--- config.mk ---
export PLATFORM = sky130hd
export DESIGN_NAME = backplane_bus_master
export DESIGN_NICKNAME = d
export VERILOG_FILES = /design/src/bus_master_pkg.sv /design/src/word_stream_if.sv /design/src/interval_timer.sv /design/src/word_fifo.sv /design/src/backplane_bus_master.sv
export SDC_FILE = /design/constraint.sdc
export NUM_CORES = 1
export LEC_CHECK = 0
export BUFFER_PORTS_ARGS = -buffer_cell sky130_fd_sc_hd__buf_2
export CAP_MARGIN = 25
export CORE_ASPECT_RATIO = 0.6
export CORE_UTILIZATION = 30
export DETAILED_ROUTE_END_ITERATION = 10
export SYNTH_ARGS = -nofsm -noshare
export SYNTH_HDL_FRONTEND = slang
export SYNTH_HIERARCHICAL = 1
export SYNTH_SLANG_ARGS = --single-unit
--- constraint.sdc ---
create_clock -name core_clk -period 12.8 [get_ports core_clk]
set_input_delay 0.64 -clock core_clk [delete_from_list [all_inputs] [get_ports core_clk]]
set_output_delay 0.64 -clock core_clk [all_outputs]
set_load 0.05 [all_outputs]
--- src/bus_master_pkg.sv ---
/*
  Constants, commands and states of the backplane bus master controller.
  Assumes a 10 MHz core clock and a bus whose strobes are seen as active-high
  logical levels after the bus transceivers.

*/
package bus_master_pkg;

  localparam int CLK_PERIOD_NS = 100;

  localparam int ADDR_SETUP_NS   = 150;
  localparam int ADDR_HOLD_NS    = 100;
  localparam int DATA_TAKE_NS    = 200;
  localparam int NEXT_READ_NS    = 150;
  localparam int RMW_GAP_NS      = 200;
  localparam int DATA_SETUP_NS   = 100;
  localparam int WRITE_HOLD_NS   = 150;
  localparam int DATA_KEEP_NS    = 100;
  localparam int SYNC_AFTER_WR_NS = 175;
  localparam int SYNC_AFTER_RPLY_NS = 250;
  localparam int SYNC_IDLE_NS    = 300;
  localparam int GRANT_SETTLE_NS = 250;
  localparam int REPLY_TIMEOUT_US = 8000;

  localparam int TW = 17;

  function automatic logic [TW-1:0] ns_to_cycles(input int ns);
    int c;
    c = (ns + CLK_PERIOD_NS - 1) / CLK_PERIOD_NS;
    if (c < 1) c = 1;
    return TW'(c);
  endfunction

  localparam logic [TW-1:0] ADDR_SETUP_CYC   = ns_to_cycles(ADDR_SETUP_NS);
  localparam logic [TW-1:0] ADDR_HOLD_CYC    = ns_to_cycles(ADDR_HOLD_NS);
  localparam logic [TW-1:0] DATA_TAKE_CYC    = ns_to_cycles(DATA_TAKE_NS);
  localparam logic [TW-1:0] NEXT_READ_CYC    = ns_to_cycles(NEXT_READ_NS);
  localparam logic [TW-1:0] RMW_GAP_CYC      = ns_to_cycles(RMW_GAP_NS);
  localparam logic [TW-1:0] DATA_SETUP_CYC   = ns_to_cycles(DATA_SETUP_NS);
  localparam logic [TW-1:0] WRITE_HOLD_CYC   = ns_to_cycles(WRITE_HOLD_NS);
  localparam logic [TW-1:0] DATA_KEEP_CYC    = ns_to_cycles(DATA_KEEP_NS);
  localparam logic [TW-1:0] SYNC_AFTER_WR_CYC = ns_to_cycles(SYNC_AFTER_WR_NS - DATA_KEEP_NS);
  localparam logic [TW-1:0] SYNC_AFTER_RPLY_CYC =
    ns_to_cycles(SYNC_AFTER_RPLY_NS - DATA_TAKE_NS);
  localparam logic [TW-1:0] SYNC_IDLE_CYC    = ns_to_cycles(SYNC_IDLE_NS);
  localparam logic [TW-1:0] GRANT_SETTLE_CYC = ns_to_cycles(GRANT_SETTLE_NS);
  localparam int REPLY_TIMEOUT_CYC = REPLY_TIMEOUT_US * 1000 / CLK_PERIOD_NS;

  localparam int AW = 22;
  localparam int DW = 16;
  localparam logic [3:0] BLOCK_MAX = 4'h8;

  typedef enum logic [1:0] {
    OP_READ  = 2'h0,
    OP_RMW   = 2'h1,
    OP_BLOCK = 2'h2
  } op_t;

  typedef enum logic [15:0] {
    S_IDLE  = 16'h0001,
    S_ADDR  = 16'h0002,
    S_AHOLD = 16'h0004,
    S_RPLY  = 16'h0008,
    S_TAKE  = 16'h0010,
    S_ROFF  = 16'h0020,
    S_NEXT  = 16'h0040,
    S_WSET  = 16'h0080,
    S_WSTR  = 16'h0100,
    S_WRPLY = 16'h0200,
    S_WHOLD = 16'h0400,
    S_WOFF  = 16'h0800,
    S_END   = 16'h1000,
    S_RECOV = 16'h2000,
    S_GRANT = 16'h4000,
    S_DMA   = 16'h8000
  } state_t;

endpackage

--- src/word_stream_if.sv ---
/*
  Valid/ready word stream between the bus master engine and its read FIFO.
  Assumes both ends share one clock.
*/
`timescale 1ns/1ps
interface word_stream_if #(parameter int WIDTH = 16);
  logic             valid;
  logic             ready;
  logic [WIDTH-1:0] data;
  modport src (output valid, output data, input ready);
  modport snk (input valid, input data, output ready);
endinterface

--- src/interval_timer.sv ---
/*
  Down counter for bus timing intervals: load a count, expired after that many
  clocks. Assumes one clock and an active-low asynchronous reset.
*/
`timescale 1ns/1ps
module interval_timer #(
  parameter int WIDTH = 17
) (
  input  wire logic             core_clk,
  input  wire logic             arst_n,
  input  wire logic             load,
  input  wire logic [WIDTH-1:0] load_val,
  output      logic             expired
);
  logic [WIDTH-1:0] cnt_reg;
  logic [WIDTH-1:0] cnt_next;

  always_comb begin
    cnt_next = cnt_reg;
    if (load) begin
      cnt_next = load_val;
    end else if (cnt_reg != '0) begin
      cnt_next = cnt_reg - WIDTH'(1);
    end
  end

  always_ff @(posedge core_clk or negedge arst_n) begin
    if (!arst_n) begin
      cnt_reg <= '0;
    end else begin
      cnt_reg <= cnt_next;
    end
  end

  assign expired = (cnt_reg == '0);
endmodule

--- src/word_fifo.sv ---
/*
  Synchronous FIFO with registered show-ahead output. Push side is a word
  stream interface, pop side plain valid/ready ports driven from flops.
  Assumes one clock and an active-low asynchronous reset.
*/
`timescale 1ns/1ps
module word_fifo #(
  parameter int WIDTH = 16,
  parameter int DEPTH = 8
) (
  input  wire logic             core_clk,
  input  wire logic             arst_n,
  word_stream_if.snk            wr,
  output      logic             rd_valid,
  input  wire logic             rd_ready,
  output      logic [WIDTH-1:0] rd_data
);
  localparam int PW = $clog2(DEPTH);

  logic [WIDTH-1:0] mem [DEPTH];
  logic [PW-1:0]    wptr_reg;
  logic [PW-1:0]    wptr_next;
  logic [PW-1:0]    rptr_reg;
  logic [PW-1:0]    rptr_next;
  logic [PW:0]      cnt_reg;
  logic [PW:0]      cnt_next;
  logic             valid_reg;
  logic             valid_next;
  logic [WIDTH-1:0] data_reg;
  logic [WIDTH-1:0] data_next;
  logic             push;
  logic             pop;

  assign wr.ready = (cnt_reg != (PW+1)'(DEPTH));
  assign push     = wr.valid && wr.ready;
  assign pop      = valid_reg && rd_ready;

  always_comb begin
    wptr_next  = push ? wptr_reg + PW'(1) : wptr_reg;
    rptr_next  = pop ? rptr_reg + PW'(1) : rptr_reg;
    cnt_next   = cnt_reg + (PW+1)'(push) - (PW+1)'(pop);
    valid_next = (cnt_next != '0);
    data_next  = (push && (wptr_reg == rptr_next)) ? wr.data : mem[rptr_next];
  end

  always_ff @(posedge core_clk) begin
    if (push) begin
      mem[wptr_reg] <= wr.data;
    end
  end

  always_ff @(posedge core_clk or negedge arst_n) begin
    if (!arst_n) begin
      wptr_reg  <= '0;
      rptr_reg  <= '0;
      cnt_reg   <= '0;
      valid_reg <= 1'b0;
      data_reg  <= '0;
    end else begin
      wptr_reg  <= wptr_next;
      rptr_reg  <= rptr_next;
      cnt_reg   <= cnt_next;
      valid_reg <= valid_next;
      data_reg  <= data_next;
    end
  end

  assign rd_valid = valid_reg;
  assign rd_data  = data_reg;
endmodule

--- src/backplane_bus_master.sv ---
/*
  Backplane bus master and DMA arbiter: runs word read, read-modify-write and
  block read cycles, hands the bus to a requesting DMA module, and queues read
  words in a FIFO. Assumes pins are synchronous to core_clk and seen as
  active-high asserted levels after the bus transceivers.
*/
`timescale 1ns/1ps
module backplane_bus_master #(
  parameter int REPLY_TIMEOUT_CYC = bus_master_pkg::REPLY_TIMEOUT_CYC
) (
  input  wire logic        core_clk,
  input  wire logic        arst_n,
  input  wire logic        cmd_valid,
  output      logic        cmd_ready,
  input  wire logic [1:0]  cmd_op,
  input  wire logic [21:0] cmd_addr,
  input  wire logic        cmd_io_page,
  input  wire logic [3:0]  cmd_count,
  input  wire logic [15:0] cmd_wdata,
  input  wire logic        cmd_byte,
  output      logic        rd_valid,
  input  wire logic        rd_ready,
  output      logic [15:0] rd_data,
  output      logic        done,
  output      logic        timeout,
  output      logic        cycle_sync_strobe_out,
  input  wire logic        cycle_sync_strobe_in,
  output      logic        read_strobe,
  output      logic        write_data_strobe,
  input  wire logic        slave_reply,
  input  wire logic        block_continue,
  output      logic        io_page_select_block_request,
  output      logic        write_byte_line,
  input  wire logic [21:0] data_address_lines_in,
  output      logic [21:0] data_address_lines_out,
  output      logic [21:0] data_address_lines_oe,
  input  wire logic        dma_request_line,
  output      logic        dma_grant_output,
  input  wire logic        grant_acknowledge
);
  localparam int TW = bus_master_pkg::TW;
  localparam logic [TW-1:0] TIMEOUT_LOAD = TW'(REPLY_TIMEOUT_CYC);

  word_stream_if #(.WIDTH(bus_master_pkg::DW)) push_if ();

  bus_master_pkg::state_t state_reg;
  bus_master_pkg::state_t state_next;
  bus_master_pkg::op_t    op_reg;
  bus_master_pkg::op_t    op_next;
  logic [21:0] addr_reg;
  logic [21:0] addr_next;
  logic [15:0] wdata_reg;
  logic [15:0] wdata_next;
  logic        byte_reg;
  logic        byte_next;
  logic [3:0]  left_reg;
  logic [3:0]  left_next;
  logic        cont_reg;
  logic        cont_next;
  logic        sync_reg;
  logic        sync_next;
  logic        din_reg;
  logic        din_next;
  logic        dout_reg;
  logic        dout_next;
  logic        bs7_reg;
  logic        bs7_next;
  logic        wtbt_reg;
  logic        wtbt_next;
  logic [21:0] dal_reg;
  logic [21:0] dal_next;
  logic        oe_reg;
  logic        oe_next;
  logic        ready_reg;
  logic        ready_next;
  logic        done_reg;
  logic        done_next;
  logic        tmo_reg;
  logic        tmo_next;
  logic        grant_reg;
  logic        grant_next;
  logic        tload;
  logic [TW-1:0] tval;
  logic        texp;

  function automatic logic more_words(input logic [3:0] left);
    return left > 4'h1;
  endfunction

  interval_timer #(.WIDTH(TW)) u_timer (
    .core_clk (core_clk),
    .arst_n   (arst_n),
    .load     (tload),
    .load_val (tval),
    .expired  (texp)
  );

  word_fifo #(.WIDTH(bus_master_pkg::DW), .DEPTH(8)) u_fifo (
    .core_clk (core_clk),
    .arst_n   (arst_n),
    .wr       (push_if.snk),
    .rd_valid (rd_valid),
    .rd_ready (rd_ready),
    .rd_data  (rd_data)
  );

  assign push_if.data  = data_address_lines_in[bus_master_pkg::DW-1:0];
  assign push_if.valid = (state_reg == bus_master_pkg::S_TAKE) && texp;

  always_comb begin
    state_next = state_reg;
    op_next    = op_reg;
    addr_next  = addr_reg;
    wdata_next = wdata_reg;
    byte_next  = byte_reg;
    left_next  = left_reg;
    cont_next  = cont_reg;
    sync_next  = sync_reg;
    din_next   = din_reg;
    dout_next  = dout_reg;
    bs7_next   = bs7_reg;
    wtbt_next  = wtbt_reg;
    dal_next   = dal_reg;
    oe_next    = oe_reg;
    done_next  = 1'b0;
    tmo_next   = tmo_reg;
    grant_next = grant_reg;
    tload      = 1'b0;
    tval       = '0;
    case (state_reg)
      bus_master_pkg::S_IDLE: begin
        if (dma_request_line && !cycle_sync_strobe_in) begin
          grant_next = 1'b1;
          state_next = bus_master_pkg::S_GRANT;
        end else if (cmd_valid && ready_reg && !cycle_sync_strobe_in) begin
          op_next    = bus_master_pkg::op_t'(cmd_op);
          addr_next  = cmd_addr;
          wdata_next = cmd_wdata;
          byte_next  = cmd_byte;
          left_next  = (cmd_op != bus_master_pkg::OP_BLOCK || cmd_count == 4'h0) ? 4'h1 :
                       (cmd_count > bus_master_pkg::BLOCK_MAX) ? bus_master_pkg::BLOCK_MAX :
                       cmd_count;
          dal_next   = cmd_addr;
          oe_next    = 1'b1;
          bs7_next   = cmd_io_page;
          wtbt_next  = 1'b0;
          tmo_next   = 1'b0;
          tload      = 1'b1;
          tval       = bus_master_pkg::ADDR_SETUP_CYC;
          state_next = bus_master_pkg::S_ADDR;
        end
      end
      bus_master_pkg::S_ADDR: begin
        if (texp) begin
          sync_next  = 1'b1;
          tload      = 1'b1;
          tval       = bus_master_pkg::ADDR_HOLD_CYC;
          state_next = bus_master_pkg::S_AHOLD;
        end
      end
      bus_master_pkg::S_AHOLD: begin
        if (texp) begin
          oe_next    = 1'b0;
          din_next   = 1'b1;
          bs7_next   = more_words(left_reg);
          tload      = 1'b1;
          tval       = TIMEOUT_LOAD;
          state_next = bus_master_pkg::S_RPLY;
        end
      end
      bus_master_pkg::S_RPLY, bus_master_pkg::S_WRPLY: begin
        if (slave_reply) begin
          cont_next  = block_continue;
          tload      = 1'b1;
          tval       = (state_reg == bus_master_pkg::S_RPLY) ?
                       bus_master_pkg::DATA_TAKE_CYC : bus_master_pkg::WRITE_HOLD_CYC;
          state_next = (state_reg == bus_master_pkg::S_RPLY) ?
                       bus_master_pkg::S_TAKE : bus_master_pkg::S_WHOLD;
        end else if (texp) begin
          din_next   = 1'b0;
          dout_next  = 1'b0;
          oe_next    = 1'b0;
          bs7_next   = 1'b0;
          tmo_next   = 1'b1;
          tload      = 1'b1;
          tval       = bus_master_pkg::SYNC_AFTER_WR_CYC;
          state_next = bus_master_pkg::S_END;
        end
      end
      bus_master_pkg::S_TAKE: begin
        if (texp && push_if.ready) begin
          din_next   = 1'b0;
          left_next  = left_reg - 4'h1;
          state_next = bus_master_pkg::S_ROFF;
        end
      end
      bus_master_pkg::S_ROFF: begin
        if (!slave_reply) begin
          tload = 1'b1;
          if (op_reg == bus_master_pkg::OP_RMW) begin
            tval       = bus_master_pkg::RMW_GAP_CYC;
            state_next = bus_master_pkg::S_WSET;
          end else if (op_reg == bus_master_pkg::OP_BLOCK && left_reg != 4'h0 &&
                       cont_reg) begin
            tval       = bus_master_pkg::NEXT_READ_CYC;
            state_next = bus_master_pkg::S_NEXT;
          end else begin
            bs7_next   = 1'b0;
            tval       = bus_master_pkg::SYNC_AFTER_RPLY_CYC;
            state_next = bus_master_pkg::S_END;
          end
        end
      end
      bus_master_pkg::S_NEXT: begin
        if (texp) begin
          din_next   = 1'b1;
          bs7_next   = more_words(left_reg);
          tload      = 1'b1;
          tval       = TIMEOUT_LOAD;
          state_next = bus_master_pkg::S_RPLY;
        end
      end
      bus_master_pkg::S_WSET: begin
        if (texp) begin
          dal_next   = {6'h00, wdata_reg};
          oe_next    = 1'b1;
          wtbt_next  = byte_reg;
          tload      = 1'b1;
          tval       = bus_master_pkg::DATA_SETUP_CYC;
          state_next = bus_master_pkg::S_WSTR;
        end
      end
      bus_master_pkg::S_WSTR: begin
        if (texp) begin
          dout_next  = 1'b1;
          tload      = 1'b1;
          tval       = TIMEOUT_LOAD;
          state_next = bus_master_pkg::S_WRPLY;
        end
      end
      bus_master_pkg::S_WHOLD: begin
        if (texp) begin
          dout_next  = 1'b0;
          tload      = 1'b1;
          tval       = bus_master_pkg::DATA_KEEP_CYC;
          state_next = bus_master_pkg::S_WOFF;
        end
      end
      bus_master_pkg::S_WOFF: begin
        if (texp && !slave_reply) begin
          oe_next    = 1'b0;
          tload      = 1'b1;
          tval       = bus_master_pkg::SYNC_AFTER_WR_CYC;
          state_next = bus_master_pkg::S_END;
        end
      end
      bus_master_pkg::S_END: begin
        if (texp && !slave_reply) begin
          sync_next  = 1'b0;
          wtbt_next  = 1'b0;
          bs7_next   = 1'b0;
          done_next  = 1'b1;
          tload      = 1'b1;
          tval       = bus_master_pkg::SYNC_IDLE_CYC;
          state_next = bus_master_pkg::S_RECOV;
        end
      end
      bus_master_pkg::S_RECOV: begin
        if (texp) begin
          state_next = bus_master_pkg::S_IDLE;
        end
      end
      bus_master_pkg::S_GRANT: begin
        if (grant_acknowledge) begin
          grant_next = 1'b0;
          state_next = bus_master_pkg::S_DMA;
        end else if (!dma_request_line) begin
          grant_next = 1'b0;
          state_next = bus_master_pkg::S_IDLE;
        end
      end
      bus_master_pkg::S_DMA: begin
        if (!grant_acknowledge && !cycle_sync_strobe_in) begin
          tload      = 1'b1;
          tval       = bus_master_pkg::SYNC_IDLE_CYC;
          state_next = bus_master_pkg::S_RECOV;
        end
      end
      default: begin
        state_next = bus_master_pkg::S_IDLE;
        sync_next  = 1'b0;
        din_next   = 1'b0;
        dout_next  = 1'b0;
        oe_next    = 1'b0;
        grant_next = 1'b0;
      end
    endcase
    ready_next = (state_next == bus_master_pkg::S_IDLE) && !(cmd_valid && ready_reg &&
                 state_reg == bus_master_pkg::S_IDLE);
  end

  always_ff @(posedge core_clk or negedge arst_n) begin
    if (!arst_n) begin
      state_reg <= bus_master_pkg::S_IDLE;
      op_reg    <= bus_master_pkg::OP_READ;
      addr_reg  <= '0;
      wdata_reg <= '0;
      byte_reg  <= 1'b0;
      left_reg  <= '0;
      cont_reg  <= 1'b0;
      sync_reg  <= 1'b0;
      din_reg   <= 1'b0;
      dout_reg  <= 1'b0;
      bs7_reg   <= 1'b0;
      wtbt_reg  <= 1'b0;
      dal_reg   <= '0;
      oe_reg    <= 1'b0;
      ready_reg <= 1'b0;
      done_reg  <= 1'b0;
      tmo_reg   <= 1'b0;
      grant_reg <= 1'b0;
    end else begin
      state_reg <= state_next;
      op_reg    <= op_next;
      addr_reg  <= addr_next;
      wdata_reg <= wdata_next;
      byte_reg  <= byte_next;
      left_reg  <= left_next;
      cont_reg  <= cont_next;
      sync_reg  <= sync_next;
      din_reg   <= din_next;
      dout_reg  <= dout_next;
      bs7_reg   <= bs7_next;
      wtbt_reg  <= wtbt_next;
      dal_reg   <= dal_next;
      oe_reg    <= oe_next;
      ready_reg <= ready_next;
      done_reg  <= done_next;
      tmo_reg   <= tmo_next;
      grant_reg <= grant_next;
    end
  end

  assign cmd_ready                    = ready_reg;
  assign done                         = done_reg;
  assign timeout                      = tmo_reg;
  assign cycle_sync_strobe_out        = sync_reg;
  assign read_strobe                  = din_reg;
  assign write_data_strobe            = dout_reg;
  assign io_page_select_block_request = bs7_reg;
  assign write_byte_line              = wtbt_reg;
  assign data_address_lines_out       = dal_reg;
  assign data_address_lines_oe        = {22{oe_reg}};
  assign dma_grant_output             = grant_reg;
endmodule

==> run metrics <==
Hold Path End=wdata_reg[0]$_DFFE_PN0P_; # DRC=0; Final Max Slew Viols=0; share of layout cells above drive strength 1=0.259; Vias=8,259; Yosys reg bits=244; Yosys cell types=94; Post-Route WL=slightly above 30,000 um; first-pass GRT wire length=between 40,000 and 50,000 um; Hold Buf Count CTS=0; crit path time final=around 4.6 ns; Clock Tree Buf Depth=3; final worst slack=around 8 ns; run status=completed; largest area contributor in the netlist=edfxtp_1; drt wl/cell=just under 20 um; Critical Path Fanout Max=23; Post-DP Area=0.0127 sq mm; Buf+Inv Stages, Crit Path=4; Setup crit end kind=flip-flop; Synth Cell Area=around 0.012 sq mm; worst setup path class=reg2reg; Main synth FF type=edfxtp_1; Crit-path slowest cell=nor4_4; hold path depth=2; Slew @ Worst Pin=just over 1 ns; fin nets=1,151; largest net degree at the start of global routing=61; htree depth=1; core area=about 0.038 sq mm; initial DRC count=between 700 and 800; CP required=about 13 ns; pwr dens=220 mW/mm^2; CP Cell Sequence=nor4_4, nand4_1, nor2_1, nand2_1, buf_4, ha_1, inv_1, ha_1, inv_1, fa_1, inv_1, or4_1; final period utilization=0.359; Area Growth Syn to Fin=18.6%; Final setup viols=0; setup TNS=0 ns; worst reg2reg path startpoint=state_reg[2]$_DFF_PN0_; CP Launch Point=state_reg[2]$_DFF_PN0_; most frequent cell after synthesis=edfxtp_1; HP Start=cmd_wdata[0]; vias per cell=5.17; initial antenna violation count=3; die area=0.0395 sq mm; endpoints failing hold=0; Clock Sinks=between 200 and 250; Cells after Synth=around 940; Arr. time, crit path=approximately 5.0 ns; Slew headroom=0.311; reg2reg path depth=12; post-route cell area=about 0.014 sq mm; Starting Density=0.306; max reg flops=around 130; Max-cap violations=0; most used cell, CP=inv_1; Crit path max-delay family=simple AND/OR/NAND/NOR gates; CTS Buf Count=26; CTS tree=done; most frequent cells after synthesis=128 x edfxtp_1, 115 x dfrtp_1, 64 x a21oi_1; total gr overflow=0; CP peak stage delay=around 0.86 ns; Worst setup SP type=flip-flop; Port Buf Inserts=140; synthesized area per cell=roughly 12 sq um; die height=roughly 150 um; Leakage=roughly 0.0055 uW; num rows=55; Seq/Total Area, Yosys=0.581; unrepaired setup endpoints after global routing=no; top cell type's share of synthesized area=0.331; Power Total=3020 uW; Clock Latency Late Sink=around 0.56 ns; I/O Pins=between 100 and 150; Die Wd=approximately 260 um; Routed Antenna Nets=0; post-route clock skew=0.0166 ns; Area contributors post-synth=edfxtp_1 33%, dfrtp_1 25%, mux2i_1 4.3%; clock tree root driver cell=clkbuf_16; r2r endpoint=u_fifo/rd_valid$_DFF_PN0_; worst hold path type=in2reg; Post-CTS Setup Bufs=0; YS warnings=6; VDD IR-drop max=109 uV; Async SR Flop Fraction=0.475; gpl congestion=about 0.9; clock transition at the registers of the reported paths=0.06 ns; worst slack at placement=8.28 ns; Post-CTS Resized=0; fmax=217 MHz; number of global-route vias before repair=approximately 8,000; drt pass-1 iters=7; GRT Util Overall=0.156; Post-synth EDFFs=around 130; DP HPWL=between 20,000 and 25,000 um; r2r setup slk=between 8 and 9 ns
## cell usage in the layout, fill, tap and decap left out, types with 9 or more instances in the layout
cell type	Yosys	routed
buf_2	20	139
edfxtp_1	128	128
dfrtp_1	115	115
a21oi_1	64	64
nor2_1	62	61
mux2i_1	50	50
o21ai_0	37	37
mux2_2	37	37
nand2_1	33	33
nand3_1	26	26
clkbuf_16	0	26
a31oi_1	25	25
nor4_1	25	24
buf_4	27	20
inv_1	19	19
xnor2_1	19	19
o22a_1	16	16
nand2b_1	14	14
nand4_1	12	12
nor4b_1	10	10
nor3_1	14	10
ha_1	10	10
conb_1	1	10
bufinv_16	0	9
## cell type report
type                       count  area (sq um)
fill                        3663         24200
sequential                   244          6750
multi-input combinational    610          4400
timing repair buffer         162           895
clock buffer                  28           658
tap                          513           642
clock inverter                20           350
inverter                      19          71.3
antenna                        2          5.00
## kinds of logic after synthesis
| family | Yosys count | synth area share |
|---|---|---|
| and+or+nand+nor | 257 | 0.132 |
| AOI/OAI and AO/OA | 219 | 0.128 |
| DFF | 244 | 0.581 |
| other | 1 | 0.000323 |
| muxes | 88 | 0.0803 |
| adders and majority gates | 11 | 0.0125 |
| xor gates and xnor gates | 25 | 0.0202 |
| buffers and inverters | 92 | 0.0458 |
## report_power, final
part	switching (uW)	internal, uW
Combinational	712	341
Clock	329	556
Sequential	113	973
Total	1150	1870
## per-layer routing
layer,GRT usage,part of all wire,vias to the layer above
met2,0.221,0.42,311
met5,0,0,-
met3,0.0331,0.084,42
met4,0.0362,0.018,0
li1,-,-,3792
met1,0.239,0.48,4114
## worst max-delay path by stage
stage               cells after the start  slack, ns                         end
floorplan                              10       8.79  u_fifo/mem[0][0]$_DFFE_PP_
global placement                       12       8.28   u_fifo/rd_valid$_DFF_PN0_
detailed placement                     12       8.28   u_fifo/rd_valid$_DFF_PN0_
CTS                                    12       8.24   u_fifo/rd_valid$_DFF_PN0_
global route                           12       7.90   u_fifo/rd_valid$_DFF_PN0_
finish                                 12       8.20   u_fifo/rd_valid$_DFF_PN0_
## per-stage QoR
| stage | util | hold WS (ns) | instances |
|---|---|---|---|
| floorplan | - | 0.344 | 946 |
| global placement | 0.335 | 0.465 | 1545 |
| detailed placement | 0.335 | 0.471 | 1546 |
| CTS | 0.362 | 0.266 | 1594 |
| global route | 0.363 | 0.274 | 1597 |
| finish | 0.363 | 0.306 | 1598 |
Power figures use the tool's default switching activity.
